### config.mk
export PLATFORM = sky130hd
export DESIGN_NAME = acfr_control
export DESIGN_NICKNAME = d
export VERILOG_FILES = /design/src/common/acfr_pkg.sv /design/src/acfr_control.sv
export VERILOG_INCLUDE_DIRS = /design/src /design/src/common
export SDC_FILE = /design/constraint.sdc
export NUM_CORES = 1
export LEC_CHECK = 0
export ABC_AREA = 1
export BUFFER_PORTS_ARGS = -buffer_cell sky130_fd_sc_hd__buf_2
export CAP_MARGIN = 20
export CORE_ASPECT_RATIO = 1.25
export CORE_UTILIZATION = 46
export DETAILED_ROUTE_END_ITERATION = 10
export PLACE_DENSITY = 0.79
export SETUP_SLACK_MARGIN = 0.4
export SLEW_MARGIN = 20
export SYNTH_ARGS = -nofsm -noshare
export SYNTH_HDL_FRONTEND = slang
export SYNTH_SLANG_ARGS = --single-unit
export TNS_END_PERCENT = 5
### constraint.sdc
create_clock -name clk -period 5 [get_ports clk]
set_clock_uncertainty 0.15 [all_clocks]
set_input_delay 0.5 -clock clk [delete_from_list [all_inputs] [get_ports clk]]
set_output_delay 0.5 -clock clk [all_outputs]
set_load 0.02 [all_outputs]
### src/common/acfr_defs.svh
// register map, field positions, reset values and timing counts
`ifndef ACFR_DEFS_SVH
`define ACFR_DEFS_SVH
`define ACFR_ADDR_CTRL 4'h0
`define ACFR_ADDR_FILT 4'h4
`define ACFR_ADDR_SETUP 4'h8
`define ACFR_ADDR_STAT 4'hC
`define ACFR_CTRL_MASK 32'h0000007F
`define ACFR_FILT_MASK 32'h00037FF7
`define ACFR_CTRL_RESET 32'h00000000
`define ACFR_FILT_RESET 32'h00000010
`define ACFR_SETUP_RESET 32'h00000000
// control register fields
`define ACFR_CTRL_MCLK_LSB 0
`define ACFR_CTRL_REFEN 2
`define ACFR_CTRL_REFLVL 3
`define ACFR_CTRL_HOLDER 4
`define ACFR_CTRL_CORE 5
`define ACFR_CTRL_INTPIN 6
// filter register fields
`define ACFR_FILT_TYPE_LSB 0
`define ACFR_FILT_DEC_LSB 4
`define ACFR_FILT_POST_LSB 16
// filter type codes
`define ACFR_FT_SINC4 3'h0
`define ACFR_FT_SINC4AVG 3'h1
`define ACFR_FT_SINC3 3'h2
`define ACFR_FT_SINC3REJ 3'h3
`define ACFR_FT_SINC3AVG 3'h4
`define ACFR_FT_SINC3POST 3'h5
// clock source selector codes
`define ACFR_MCLK_INT 2'h0
`define ACFR_MCLK_INT_OUT 2'h1
`define ACFR_MCLK_EXT 2'h2
`define ACFR_MCLK_EXT_DIV 2'h3
// decimation and rate figures
`define ACFR_SINC4_DEC_MAX 11'h00A
`define ACFR_DEC_BASE 32
`define ACFR_AVG_LEN 8
`define ACFR_SINC4_AVG_MUL (4 + `ACFR_AVG_LEN - 1)
`define ACFR_SINC3_AVG_MUL (3 + `ACFR_AVG_LEN - 1)
`define ACFR_MCLK_HZ 76800
// post filter output rates in milli samples per second
`define ACFR_POST1_MSPS 26087
`define ACFR_POST2_MSPS 24000
`define ACFR_POST3_MSPS 19355
`define ACFR_POST4_MSPS 16210
// post filter periods rounded to the nearest master tick
`define ACFR_POST_TICKS(r) ((`ACFR_MCLK_HZ * 1000 + (r) / 2) / (r))
`endif

### src/common/acfr_pkg.sv
// types shared by the converter control block
package acfr_pkg;
    typedef enum logic [2:0] {
        ACFR_SINC4, ACFR_SINC4AVG, ACFR_SINC3, ACFR_SINC3REJ,
        ACFR_SINC3AVG, ACFR_SINC3POST
    } acfr_filter_e;
    typedef struct packed {
        logic refPowerOn;
        logic refLevelLow;
        logic standbyHolderEn;
        logic standbyCoreEn;
        logic [1:0] activeRefSel;
        logic activeBufEn;
    } acfr_ref_s;
    typedef struct packed {
        logic mclk;
        logic modClk;
        logic convStrobe;
    } acfr_clk_s;
endpackage

### src/acfr_control.sv
// clock, filter rate and reference control with an AHB-Lite register slave
//
// How it works
// - two-bit selector picks master clock source
// - internal oscillator after reset, optionally driven out
// - external clock used directly or halved
// - modulator clock runs at half master clock
// - sinc4 decimation 1..10, period 32 times decimation
// - sinc4 averaging period multiplied by eleven
// - sinc3 averaging decimation to 2047, times ten
// - sinc3 sixty hertz option, decimation 48 gives 50
// - post filter mode ignores decimation, four rates
// - interrupt routed to clock pin wins
// - internal reference off until enable bit set
// - level bit selects 1.25 V, only when enabled
// - each setup selects its reference source
// - each setup enables or bypasses reference buffer
//
// Our own choices: the AHB-Lite slave port and the address map.
`timescale 1ns/1ns
`include "acfr_defs.svh"
module acfr_control
    import acfr_pkg::*;
(
    // clock and reset
    input wire logic clk,
    input wire logic rst,
    // AHB-Lite slave
    input wire logic hsel,
    input wire logic [31:0] haddr,
    input wire logic [1:0] htrans,
    input wire logic hwrite,
    input wire logic [2:0] hsize,
    input wire logic [31:0] hwdata,
    input wire logic hready,
    output logic hreadyout,
    output logic [31:0] hrdata,
    output logic hresp,
    // clock sources and clock pin
    input wire logic oscIn,
    input wire logic clkPinIn,
    output logic clkPinOut,
    output logic clkPinOeN,
    // interrupt to be routed to the clock pin
    input wire logic irqIn,
    // setup in use by the sequencer
    input wire logic [2:0] activeSetup,
    // derived clocks and reference controls
    output acfr_clk_s clkOut,
    output acfr_ref_s reference_output_pin
);
    // ==========================================================
    // register bus
    logic [31:0] ctrlReg;
    logic [31:0] filtReg;
    logic [31:0] setupReg;
    logic [15:0] convCount;
    logic wrPend;
    logic [3:0] wrAddr;
    logic filtChanged;
    wire addrPhase = hsel && hready && htrans[1];
    // only the first sixteen bytes are mapped, the rest reads zero
    wire addrHit = haddr[31:4] == 28'h0000000;
    wire [3:0] wordAddr = {haddr[3:2], 2'b00};
    wire wrCtrl = wrPend && wrAddr == `ACFR_ADDR_CTRL;
    wire wrFilt = wrPend && wrAddr == `ACFR_ADDR_FILT;
    wire wrSetup = wrPend && wrAddr == `ACFR_ADDR_SETUP;
    wire [31:0] ctrlWr = hwdata & `ACFR_CTRL_MASK;
    wire [31:0] filtWr = hwdata & `ACFR_FILT_MASK;
    logic [1:0] activeSel;
    logic mclk;
    wire [31:0] statWord = {convCount, 13'h0000, mclk, activeSel};
    wire [31:0] readMux = !addrHit ? 32'h00000000 :
        (wordAddr == `ACFR_ADDR_CTRL) ? ctrlReg :
        (wordAddr == `ACFR_ADDR_FILT) ? filtReg :
        (wordAddr == `ACFR_ADDR_SETUP) ? setupReg :
        (wordAddr == `ACFR_ADDR_STAT) ? statWord : 32'h00000000;

    assign hreadyout = 1'b1;
    assign hresp = 1'b0;

    always_ff @(posedge clk) begin
        if (rst) begin
            wrPend <= 1'b0;
            wrAddr <= 4'h0;
            hrdata <= 32'h00000000;
        end else begin
            wrPend <= addrPhase && hwrite && addrHit;
            wrAddr <= wordAddr;
            if (addrPhase && !hwrite) begin
                hrdata <= readMux;
            end
        end
    end

    always_ff @(posedge clk) begin
        if (rst) begin
            ctrlReg <= `ACFR_CTRL_RESET;
            filtReg <= `ACFR_FILT_RESET;
            setupReg <= `ACFR_SETUP_RESET;
            filtChanged <= 1'b0;
        end else begin
            if (wrCtrl) begin
                ctrlReg <= ctrlWr;
            end
            if (wrSetup) begin
                setupReg <= hwdata;
            end
            if (wrFilt) begin
                filtReg <= filtWr;
            end
            filtChanged <= wrFilt && filtWr != filtReg;
        end
    end

    // ==========================================================
    // pin synchronisers
    wire [1:0] syncB;
    wire [1:0] rawPins = {clkPinIn, oscIn};
    genvar gi;
    generate
        for (gi = 0; gi < 2; gi++) begin : g_sync
            logic stage1;
            logic stage2;
            always_ff @(posedge clk) begin
                if (rst) begin
                    stage1 <= 1'b0;
                    stage2 <= 1'b0;
                end else begin
                    stage1 <= rawPins[gi];
                    stage2 <= stage1;
                end
            end
            assign syncB[gi] = stage2;
        end
    endgenerate
    wire oscS = syncB[0];
    wire extS = syncB[1];

    // ==========================================================
    // master and modulator clock
    logic prevSrc;
    logic modClk;
    wire [1:0] reqSel = ctrlReg[`ACFR_CTRL_MCLK_LSB +: 2];
    wire srcLevel = activeSel[1] ? extS : oscS;
    wire srcRise = srcLevel && !prevSrc;
    wire srcFall = !srcLevel && prevSrc;
    wire divide = activeSel == `ACFR_MCLK_EXT_DIV;
    wire next_mclk = divide ? (srcRise ? !mclk : mclk) :
        (srcRise ? 1'b1 : (srcFall ? 1'b0 : mclk));
    // switch only while the master clock is low, then await a fresh rise
    wire doSwitch = reqSel != activeSel && !mclk && !next_mclk;
    wire mclkTick = next_mclk && !mclk;

    always_ff @(posedge clk) begin
        if (rst) begin
            activeSel <= `ACFR_MCLK_INT;
            prevSrc <= 1'b1;
            mclk <= 1'b0;
            modClk <= 1'b0;
        end else if (doSwitch) begin
            activeSel <= reqSel;
            prevSrc <= 1'b1;
        end else begin
            prevSrc <= srcLevel;
            mclk <= next_mclk;
            if (mclkTick) begin
                modClk <= !modClk;
            end
        end
    end

    // ==========================================================
    // output rate from filter type and decimation
    wire [2:0] fType = filtReg[`ACFR_FILT_TYPE_LSB +: 3];
    wire [10:0] decRaw = filtReg[`ACFR_FILT_DEC_LSB +: 11];
    wire [1:0] postSel = filtReg[`ACFR_FILT_POST_LSB +: 2];
    wire sinc4Mode = fType == `ACFR_FT_SINC4 || fType == `ACFR_FT_SINC4AVG;
    wire [10:0] decEff = (decRaw == 11'h000) ? 11'h001 :
        ((sinc4Mode && decRaw > `ACFR_SINC4_DEC_MAX) ?
        `ACFR_SINC4_DEC_MAX : decRaw);
    wire [19:0] base = 20'(decEff) * 20'(`ACFR_DEC_BASE);
    wire [19:0] postTicks =
        (postSel == 2'h0) ? 20'(`ACFR_POST_TICKS(`ACFR_POST1_MSPS)) :
        (postSel == 2'h1) ? 20'(`ACFR_POST_TICKS(`ACFR_POST2_MSPS)) :
        (postSel == 2'h2) ? 20'(`ACFR_POST_TICKS(`ACFR_POST3_MSPS)) :
        20'(`ACFR_POST_TICKS(`ACFR_POST4_MSPS));
    logic [19:0] period;
    always_comb begin
        unique case (fType)
            `ACFR_FT_SINC4AVG: period = base * 20'(`ACFR_SINC4_AVG_MUL);
            `ACFR_FT_SINC3AVG: period = base * 20'(`ACFR_SINC3_AVG_MUL);
            `ACFR_FT_SINC3POST: period = postTicks;
            default: period = base;
        endcase
    end

    logic [19:0] decCount;
    logic convStrobe;
    wire lastTick = decCount >= period - 20'h00001;
    always_ff @(posedge clk) begin
        if (rst) begin
            decCount <= 20'h00000;
            convStrobe <= 1'b0;
            convCount <= 16'h0000;
        end else if (filtChanged) begin
            decCount <= 20'h00000;
            convStrobe <= 1'b0;
        end else begin
            convStrobe <= mclkTick && lastTick;
            if (mclkTick) begin
                decCount <= lastTick ? 20'h00000 : decCount + 20'h00001;
            end
            if (mclkTick && lastTick) begin
                convCount <= convCount + 16'h0001;
            end
        end
    end
    assign clkOut = '{mclk: mclk, modClk: modClk, convStrobe: convStrobe};

    // ==========================================================
    // clock pin
    wire intPinSel = ctrlReg[`ACFR_CTRL_INTPIN];
    always_ff @(posedge clk) begin
        if (rst) begin
            clkPinOut <= 1'b0;
            clkPinOeN <= 1'b1;
        end else if (intPinSel) begin
            clkPinOut <= irqIn;
            clkPinOeN <= 1'b0;
        end else begin
            clkPinOut <= oscS;
            clkPinOeN <= reqSel != `ACFR_MCLK_INT_OUT;
        end
    end

    // ==========================================================
    // reference control
    wire [3:0] setupField = setupReg[{activeSetup, 2'b00} +: 4];
    wire refEn = ctrlReg[`ACFR_CTRL_REFEN];
    always_ff @(posedge clk) begin
        if (rst) begin
            reference_output_pin <= '0;
        end else begin
            reference_output_pin.refPowerOn <= refEn;
            reference_output_pin.refLevelLow <= refEn && ctrlReg[`ACFR_CTRL_REFLVL];
            reference_output_pin.standbyHolderEn <= ctrlReg[`ACFR_CTRL_HOLDER];
            reference_output_pin.standbyCoreEn <= ctrlReg[`ACFR_CTRL_CORE];
            reference_output_pin.activeRefSel <= setupField[1:0];
            reference_output_pin.activeBufEn <= setupField[2];
        end
    end

    // ==========================================================
    // checks
    AST_CLK_OUT: assert property (@(posedge clk) disable iff (rst)
        !intPinSel && reqSel == `ACFR_MCLK_INT_OUT |=>
        !clkPinOeN && clkPinOut == $past(oscS))
        else $error("oscillator not driven on clock pin");
    AST_INT_PRIO: assert property (@(posedge clk) disable iff (rst)
        intPinSel |=> !clkPinOeN && clkPinOut == $past(irqIn))
        else $error("interrupt routing lost priority");
    AST_DIV_TWO: assert property (@(posedge clk) disable iff (rst)
        divide && !doSwitch && srcRise |=> mclk != $past(mclk))
        else $error("divided clock missed a toggle");
    AST_MOD_HALF: assert property (@(posedge clk) disable iff (rst)
        $changed(modClk) |-> $past(mclkTick))
        else $error("modulator clock moved without master edge");
    AST_NO_RUNT: assert property (@(posedge clk) disable iff (rst)
        $changed(activeSel) |-> !mclk ##1 !mclk)
        else $error("source switched during high phase");
    AST_REF_OFF: assert property (@(posedge clk) disable iff (rst)
        !refEn |=> !reference_output_pin.refPowerOn && !reference_output_pin.refLevelLow)
        else $error("reference powered while disabled");
    AST_LEVEL: assert property (@(posedge clk) disable iff (rst)
        reference_output_pin.refLevelLow |-> reference_output_pin.refPowerOn)
        else $error("level bit active with reference off");
    AST_SINC4_CLAMP: assert property (@(posedge clk) disable iff (rst)
        sinc4Mode |-> decEff <= `ACFR_SINC4_DEC_MAX && decEff != 11'h000)
        else $error("sinc4 decimation out of range");
    AST_AVG4: assert property (@(posedge clk) disable iff (rst)
        fType == `ACFR_FT_SINC4AVG |-> period == 20'(decEff) * 20'h00160)
        else $error("sinc4 averaging period wrong");
    AST_AVG3: assert property (@(posedge clk) disable iff (rst)
        fType == `ACFR_FT_SINC3AVG |-> period == 20'(decEff) * 20'h00140)
        else $error("sinc3 averaging period wrong");
    AST_SIXTY_HZ_REJECT_OPTION: assert property (@(posedge clk) disable iff (rst)
        fType == `ACFR_FT_SINC3REJ && decRaw == 11'h030 |->
        period == 20'h00600)
        else $error("fifty and sixty hertz setting wrong rate");
    AST_POST: assert property (@(posedge clk) disable iff (rst)
        fType == `ACFR_FT_SINC3POST |->
        period inside {20'h00B80, 20'h00C80, 20'h00F80, 20'h01282})
        else $error("post filter rate not one of four");
    AST_RESTART: assert property (@(posedge clk) disable iff (rst)
        filtChanged |=> decCount == 20'h00000 && !convStrobe)
        else $error("decimation count not restarted");
    AST_SETUP_REF: assert property (@(posedge clk) disable iff (rst)
        $stable(setupReg) && $stable(activeSetup) |=>
        reference_output_pin.activeRefSel == $past(setupField[1:0]))
        else $error("setup reference select not applied");
endmodule

* Word level (Yosys, flattened, before mapping)
Index checks and enable logic that the tools add are counted.
W data, S select, Z words.
** Storage, ports and cells
- Word-level logic and storage cells :: 104
- Flip-flop bits (word level) :: 148
- Input bits :: 80
** Cells by class
- $mul :: 2
- Bitwise operators :: 2
- Reduce and logical (&&, ||, !) cells :: 34
- Shifts and indexed selects :: 1
- Order comparisons :: 2
- Equal/unequal tests :: 14
- Muxes and demuxes :: 19
- Add/sub/neg operators :: 3
** Operators with widths (count)
- $mux W32 :: 5
- $pmux W20 S3 :: 1
- $mux W13 :: 3
- $shiftx A32 B6 Y3 :: 1
- $logic_not A28 Y1 :: 1
- $mux W11 :: 2
- $add A20 B1 Y20 const B :: 1
- $ge A20 B20 Y1 :: 1
- $mux W20 :: 1
- $sub A20 B1 Y20 const B :: 1
- $logic_and A1 B1 Y1 :: 17
- $add A16 B1 Y16 const B :: 1
- $ne A16 B16 Y1 :: 1
- $mul A11 B4 Y15 const B :: 1
- $mul A11 B3 Y14 const B :: 1
- $gt A11 B4 Y1 const B :: 1
- $logic_not A11 Y1 :: 1
- $eq A2 B2 Y1 const B :: 4
- $logic_not A4 Y1 :: 2
- $mux W1 :: 7
- $eq A3 B3 Y1 const B :: 2
- $logic_not A1 Y1 :: 6
- $eq A2 B1 Y1 const B :: 2
- $eq A4 B3 Y1 const B :: 1
- other kinds (10) :: 13

* Depth between registers and ports, before layout
Gate-level depths: netlist of the first run.
- Word-level depth :: 11
- Depth in mapped cells :: 37
- Depth with buffers taken out :: 35

* Least setup slack after synthesis of the first run
OpenSTA, ideal clock, no wires.
- Path type :: reg2reg
- Start point :: reg filtReg[11]
- End point :: reg decCount[17]
- Library setup time :: 0.128 ns
- Cell stages (with the launch flop) :: 35
- Setup slack :: 0.013 ns
- Arrival :: 4.709 ns
- Path through :: dfxtp_1 nor2_1 nand2_1 nor2_1 nand2_1 nand2_1 buf_4 inv_1 nor2_1 ha_1 inv_1 fa_1 inv_1 ha_1 nand2_1 inv_1 a21oi_1 nand3_1 nand3_1 nand3_1 nor2_1 nand2_1 nor2_1 nand3_1 nand2_1 nand2_1 ha_1 nand4_1 nor3_1 nand3_1 nand3_1 nand2_1 nand2_1 clkbuf_1 nor2_1
** Between the ends
- Cells in the longest elaborated chain, start to end :: 9
- Elaborated cells on any way between the ends :: 11
** RTL lines
- start: declaration :: RTL line acfr_control.sv:55 : logic [31:0] filtReg;
- start signal: assignment :: RTL line acfr_control.sv:99 : filtReg <= `ACFR_FILT_RESET;
- start signal: assignment :: RTL line acfr_control.sv:110 : filtReg <= filtWr;
- $gt A11 B4 Y1 (no line)
- $logic_and A1 B1 Y1 (no line)
- $mux W11 :: RTL line acfr_control.sv:180 : ((sinc4Mode && decRaw > `ACFR_SINC4_DEC_MAX) ?
- $mux W11 * :: RTL line acfr_control.sv:179 : wire [10:0] decEff = (decRaw == 11'h000) ? 11'h001 :
- $mul A11 B4 Y15 or $mul A11 B3 Y14 (tied branches) :: RTL line acfr_control.sv:191, acfr_control.sv:192
- $pmux W20 S3 * :: RTL line acfr_control.sv:190 : unique case (fType)
- $sub A20 B1 Y20 * :: RTL line acfr_control.sv:200 : wire lastTick = decCount >= period - 20'h00001;
- $ge A20 B20 Y1 * :: RTL line acfr_control.sv:200
- $mux W20 * :: RTL line acfr_control.sv:212 : decCount <= lastTick ? 20'h00000 : decCount + 20'h00001;
- end signal: assignment :: RTL line acfr_control.sv:212
- end: declaration :: RTL line acfr_control.sv:198 : logic [19:0] decCount;
Mark *: on every way between the ends. The rest lies on a longest branch, timed or not.
A chain may end at the register's enable or synchronous reset.

* Final worst setup path of the first run
- Start point :: reg filtReg[10]
- End point :: reg convCount[4]
** Between the ends
- Cells in the longest elaborated chain, start to end :: 10
- Elaborated cells on any way between the ends :: 12
** RTL lines
- $gt A11 B4 Y1 (no line)
- $logic_and A1 B1 Y1 (no line)
- $mux W11 :: RTL line acfr_control.sv:180
- $mux W11 * :: RTL line acfr_control.sv:179
- $mul A11 B4 Y15 or $mul A11 B3 Y14 (tied branches) :: RTL line acfr_control.sv:191, acfr_control.sv:192
- $pmux W20 S3 * :: RTL line acfr_control.sv:190
- $sub A20 B1 Y20 * :: RTL line acfr_control.sv:200
- $ge A20 B20 Y1 * :: RTL line acfr_control.sv:200
- $logic_and A1 B1 Y1 * :: RTL line acfr_control.sv:214 : if (mclkTick && lastTick) begin
- $reduce_and A2 Y1 (no line) *
- end signal: assignment :: RTL line acfr_control.sv:215 : convCount <= convCount + 16'h0001;
- end: declaration :: RTL line acfr_control.sv:57 : logic [15:0] convCount;
Marks and branches as above.

==> run metrics, run 1 <==
Crit Path Max Fanout=5; Reg clk slew, reported paths=0.06 ns; DRT Pass-1 Iters=7; Crit path required time=5.17 ns; Clock Tree Root=clkbuf_16; Post-Syn Instances=1363; Fmax=187.9 MHz; Clock Sinks=146; first-pass GRT wire length=44910 um; run status=finished with violations; # DRC=0; crit path DAT=5.49 ns; antenna viol nets, final=0; FF+latch count, synth=146; vias in the first global route=9509; num rows=57; routability cong.=0.9012; grt total ovfl=0; Via Count=9964; Tcrit/Tclk final=1.064; P_leak=5.442 nW; mux share of post-synthesis cell area=0.001086; failing checks=setup timing; initial antenna violation count=0; synthesized area per cell=6.765 um2; post-synthesis adder-cell area fraction=0.1004; layout cells sized above 1=0.2560; Tot GR Track Use=0.2754; Initial DRC Count=735; Placed Cells=1787; Final #Nets=1709; Slew Limit Fails=0; Post-synth EDFFs=0; worst vdd ir=0.2423 mV; Largest stage delay, worst path=0.52 ns; core region area=19540 um2; TritonCTS buffer count=17; total power=2.565 mW; # IOs=126; starting density of the core=0.4718; die height=160.3 um; Worst-Margin Slew=0.9871 ns; port buffer count=117; # diodes=0; Chip Width=128.6 um; final setup vio count=37; Hold WS=0.1332 ns; Layout area overhead=29.23%; Finished Layout Cells=1839; fin util=0.6097; Vias per Instance=5.418; commonest non-fill, non-tap cell in the layout=nand2_1; worst-skew pair later-pin latency=0.43 ns; post-synth net total=1511; max-cap violations=0; Yosys top cell area share=0.3170; WS Path Type=reg -> reg; async set-or-reset flop fraction in the synthesized netlist=0; ranking of synthesized cells by area=dfxtp_1 (32%), nand2_1 (12%), ha_1 (7.9%); post-synthesis compound-gate area fraction=0.1627; CTS tree=done; Die ar.=20620 um2; Final WS setup=-0.3212 ns; PwrDens=215.3 nW/um2; Netlist cell types=47; most frequent cells in the layout=nand2_1 (257), inv_1 (143), dfxtp_1 (140); hold_buf cts=0; CP max stage cell=fa_1; hpwl dp=20750 um; Slew headroom=0.3420; CP endpoint kind=flip-flop; unrepaired setup endpoints after global routing=yes; ys flop type=dfxtp_1; Period minus WS final=5.321 ns; register area share after synthesis=0.3170; CP startpoint kind=flip-flop; Yosys warning total=0; largest area contributor in the netlist=dfxtp_1; H-Tree Level Count=4; largest family of logic cells by synthesized area=simple AND/OR/NAND/NOR gates; Hold Crit Class=in -> reg; xor and xnor area share after synthesis=0.04085; Design Area, Final=11920 um2; simple-gate share of the synthesized area=0.2861; Final Hold Fails=0; WL final=28620 um; DP Area=10810 um2; clock buffer depth=2; Routed WL per cell=15.56 um; largest net degree at the start of global routing=85; Mapped Area=9220 um2
per-stage QoR:
step | worst slack (ns) | TNS (ns)
finish | -0.3212 | -6.159
global route | -0.7254 | -20.37
CTS | -0.1213 | -0.9337
detailed placement | -0.2403 | -4.407
global placement | -0.1090 | -1.128
floorplan | 0.3868 | 0
metal layers:
layer | vias to the layer above | wire length (um) | GRT usage
met4 | 0 | 1908 | 0.1840
met1 | 4569 | 10840 | 0.2985
met5 | - | 0 | 0
li1 | 4887 | - | -
met3 | 113 | 1638 | 0.04757
met2 | 395 | 14230 | 0.4850
Yosys cell counts (all sizes together), types with 23 or more instances:
cell and instances:
nand2 294, nor2 163, inv 159, dfxtp 146
a21oi 123, o21ai 118, nand3 81, ha 58
clkbuf 41, xor2 25, nor3 23
power breakdown:
part	internal [mW]	total, mW	switching (mW)	leakage [nW]
clock network	0.745	1.25	0.506	0.275
logic	0.0469	0.136	0.0889	3.98
registers	1.17	1.18	0.00556	1.18
worst paths after layout:
| path | cells past startpoint | slack (ns) | to | startpoint |
|---|---|---|---|---|
| worst min register to register | 2 | 0.25 | g_sync[0].stage2 | g_sync[0].stage1 |
| worst max register to register | 35 | -0.32 | convCount[4] | filtReg[10] |
| worst min-delay path | 3 | 0.13 | g_sync[0].stage1 | oscIn |
| worst max-delay path | 35 | -0.32 | convCount[4] | filtReg[10] |
worst max-delay path: cells and delay by family (launching register included):
family	cells	cell delay [ns]
compound gates	1	0.14
fa+ha+maj	4	1.24
buf+inv	8	0.79
flops	1	0.32
simple gates	22	2.58
registers in the layout, indices dropped and copies added, names as in the netlist, 2 cells and up:
name / count
wrAddr: 2
filtReg: 16
hrdata: 32
g_sync.stage1: 2
setupReg: 32
decCount: 20
activeSel: 2
reference_output_pin: 7
convCount: 16
ctrlReg: 7
final cells by class:
cell class,instances,area (um2)
fill,1694,7626
sequential,146,2930
tap,265,331.6
multi-input combinational,1004,5984
timing repair buffer,232,1479
clock buffer,19,442.9
clock inverter,13,136.4
inverter,160,610.6
kinds of logic after synthesis:
family                     after synthesis
muxes                                    1
AOI/OAI and AO/OA                      282
other                                    2
and+or+nand+nor                        608
buffers and inverters                  213
DFF                                    146
adders and majority gates               68
xor gates and xnor gates                43
repair_timing:
item,4_1_cts,5_1_grt
pin swaps,54,39
setup endpoints to repair,37,37
resized for setup,57,48
cloned,0,0
buffers inserted,9,10
Power figures use the tool's default switching activity.
==> inputs of run 2 (changes only) <==
Settings changed: GPL_TIMING_DRIVEN from default to 0, MAX_ROUTING_LAYER from default to met4.
==> run metrics, run 2 (synthesized netlist as in run 1, its figures left out) <==
worst vdd ir=0.2295 mV (-5.3%); grt total ovfl=0 (unchanged); critical path startpoint=filtReg[9]; Hold WS=0.1376 ns (+0.004333 ns); starting density of the core=0.4718 (unchanged); Slew Limit Fails=0 (unchanged); largest net degree at the start of global routing=17 (-80%); failing checks=setup timing; DP Area=10340 um2 (-4.4%); routability cong.=0.9372 (+4.0%); Period minus WS final=5.185 ns (-0.1359 ns); Vias per Instance=5.409 (-0.18%); commonest non-fill, non-tap cell in the layout=nand2_1; first-pass GRT wire length=45590 um (+1.5%); # IOs=126 (unchanged); footprint of the multi-input gates=6032 um2 (+0.79%); DRT Pass-1 Iters=5 (-2); Clock Sinks=146 (unchanged); layout cells sized above 1=0.2223 (-0.03374); worst-skew pair later-pin latency=0.43 ns (about the same); initial antenna violation count=1 (+1); hold_buf cts=0 (unchanged); fin util=0.5963 (-0.01345); Routed WL per cell=15.90 um (+2.2%); antenna viol nets, final=0 (unchanged); core region area=19540 um2 (unchanged); largest registers=hrdata: 32 flops, setupReg: 32 flops, decCount: 20 flops; run status=finished with violations; crit path DAT=5.40 ns (-0.09 ns); Crit path required time=5.21 ns (+0.04 ns); reg-to-reg slack, setup=-0.19 ns (+0.14 ns); setup TNS=-2.259 ns (+3.900 ns); CP endpoint kind=flip-flop; PwrDens=224.2 nW/um2 (+4.1%); Worst R2R End=convCount[4]; final setup vio count=17 (-54%); Clock Tree Root=clkbuf_16; vias in the first global route=9431 (-0.82%); Fmax=192.9 MHz (+2.6%); Hold Crit Class=in -> reg; num rows=57 (unchanged); Reg clk slew, reported paths=0.06 ns (about the same); WL final=28770 um (+0.53%); P_leak=5.187 nW (-4.7%); Final WS setup=-0.1853 ns (+0.1359 ns); Tcrit/Tclk final=1.037 (-0.02718); Initial DRC Count=719 (-2.2%); clock buffer depth=2 (unchanged); Reg2Reg Depth=36 (+2.9%); H-Tree Level Count=4 (unchanged); hpwl dp=21630 um (+4.2%); WS Path Type=reg -> reg; Die ar.=20620 um2 (unchanged); Final Hold Fails=0 (unchanged); Critical Path Sink=convCount[4]; Final #Nets=1679 (-1.8%); CP startpoint kind=flip-flop; unrepaired setup endpoints after global routing=yes; Tot GR Track Use=0.2911 (+0.01565); die height=160.3 um (unchanged); Via Count=9784 (-1.8%); Fillers=1784 (+5.3%); TritonCTS buffer count=17 (unchanged); Worst-Margin Slew=0.8178 ns (-0.1693 ns); Slew headroom=0.4528 (+0.1108); Largest stage delay, worst path=0.41 ns (-0.11 ns); Layout area overhead=26.38%; CTS tree=done; RR Startpoint=filtReg[9]; dpl ws=-0.4383 ns (-0.1980 ns); Chip Width=128.6 um (unchanged); max-cap violations=0 (unchanged); port buffer count=113 (-3.4%); CP max stage cell=fa_1; # DRC=0 (unchanged); Design Area, Final=11650 um2 (-2.2%); most frequent cells in the layout=nand2_1 (263), inv_1 (141), nor2_1 (137); Register Area=2943 um2 (+0.43%); Crit Path Max Fanout=7 (+2)
==> run 2: how the worst min path moves through the flow <==
stage / cells after the start / slack, ns / start / endpoint
after floorplan: 2 / 0.24 / g_sync[1].stage1 / extS
after global placement: 2 / 0.24 / g_sync[1].stage1 / extS
after detailed placement: 2 / 0.25 / g_sync[1].stage1 / extS
after CTS: 3 / 0.14 / oscIn / g_sync[0].stage1
after global routing: 3 / 0.14 / clkPinIn / g_sync[1].stage1
final: 3 / 0.14 / oscIn / g_sync[0].stage1
==> run 2: stage by stage <==
step                      power [mW]  instances
after global placement         1.342       1741
after floorplan                1.277       1363
after CTS                      2.613       1802
final                          2.613       1809
after global routing           2.677       1809
after detailed placement       1.344       1741
==> run 2: power breakdown <==
group	switching (mW)	internal, mW
logic	0.0954	0.0512
registers	0.00503	1.17
clock network	0.509	0.781
total	0.609	2.00
==> run 2: worst max-delay path, delay by kind of cell, from the launching register on <==
kind            cells  cell delay, ns
buf+inv             7            0.69
compound gates      2            0.26
simple gates       23            2.52
flops               1            0.34
fa+ha+maj           4            1.13
==> run 2: repair_timing <==
item,in CTS,in global routing
endpoints found under the setup margin,37,37
cloned,2,1
gates resized for setup,65,62
buffers inserted,28,5
pin swaps,46,43
==> run 2: layout make-up <==
cell class | instances | area share
multi-input cells | 1004 | 0.5177
well taps | 265 | 0.02845
repair buffers | 149 | 0.07269
plain buffers | 53 | 0.02416
clock buffers | 18 | 0.03683
inverters | 160 | 0.05358
flip-flops and latches | 146 | 0.2526
diodes | 1 | 0.0002148
clock inverters | 13 | 0.01385
==> run 2: layer usage <==
layer	global-route usage	up-vias	share of wire
li1	-	4825	-
met1	0.3042	4479	0.38
met2	0.5074	359	0.50
met3	0.04087	121	0.053
met4	0.1861	0	0.061
met5	-	-	0
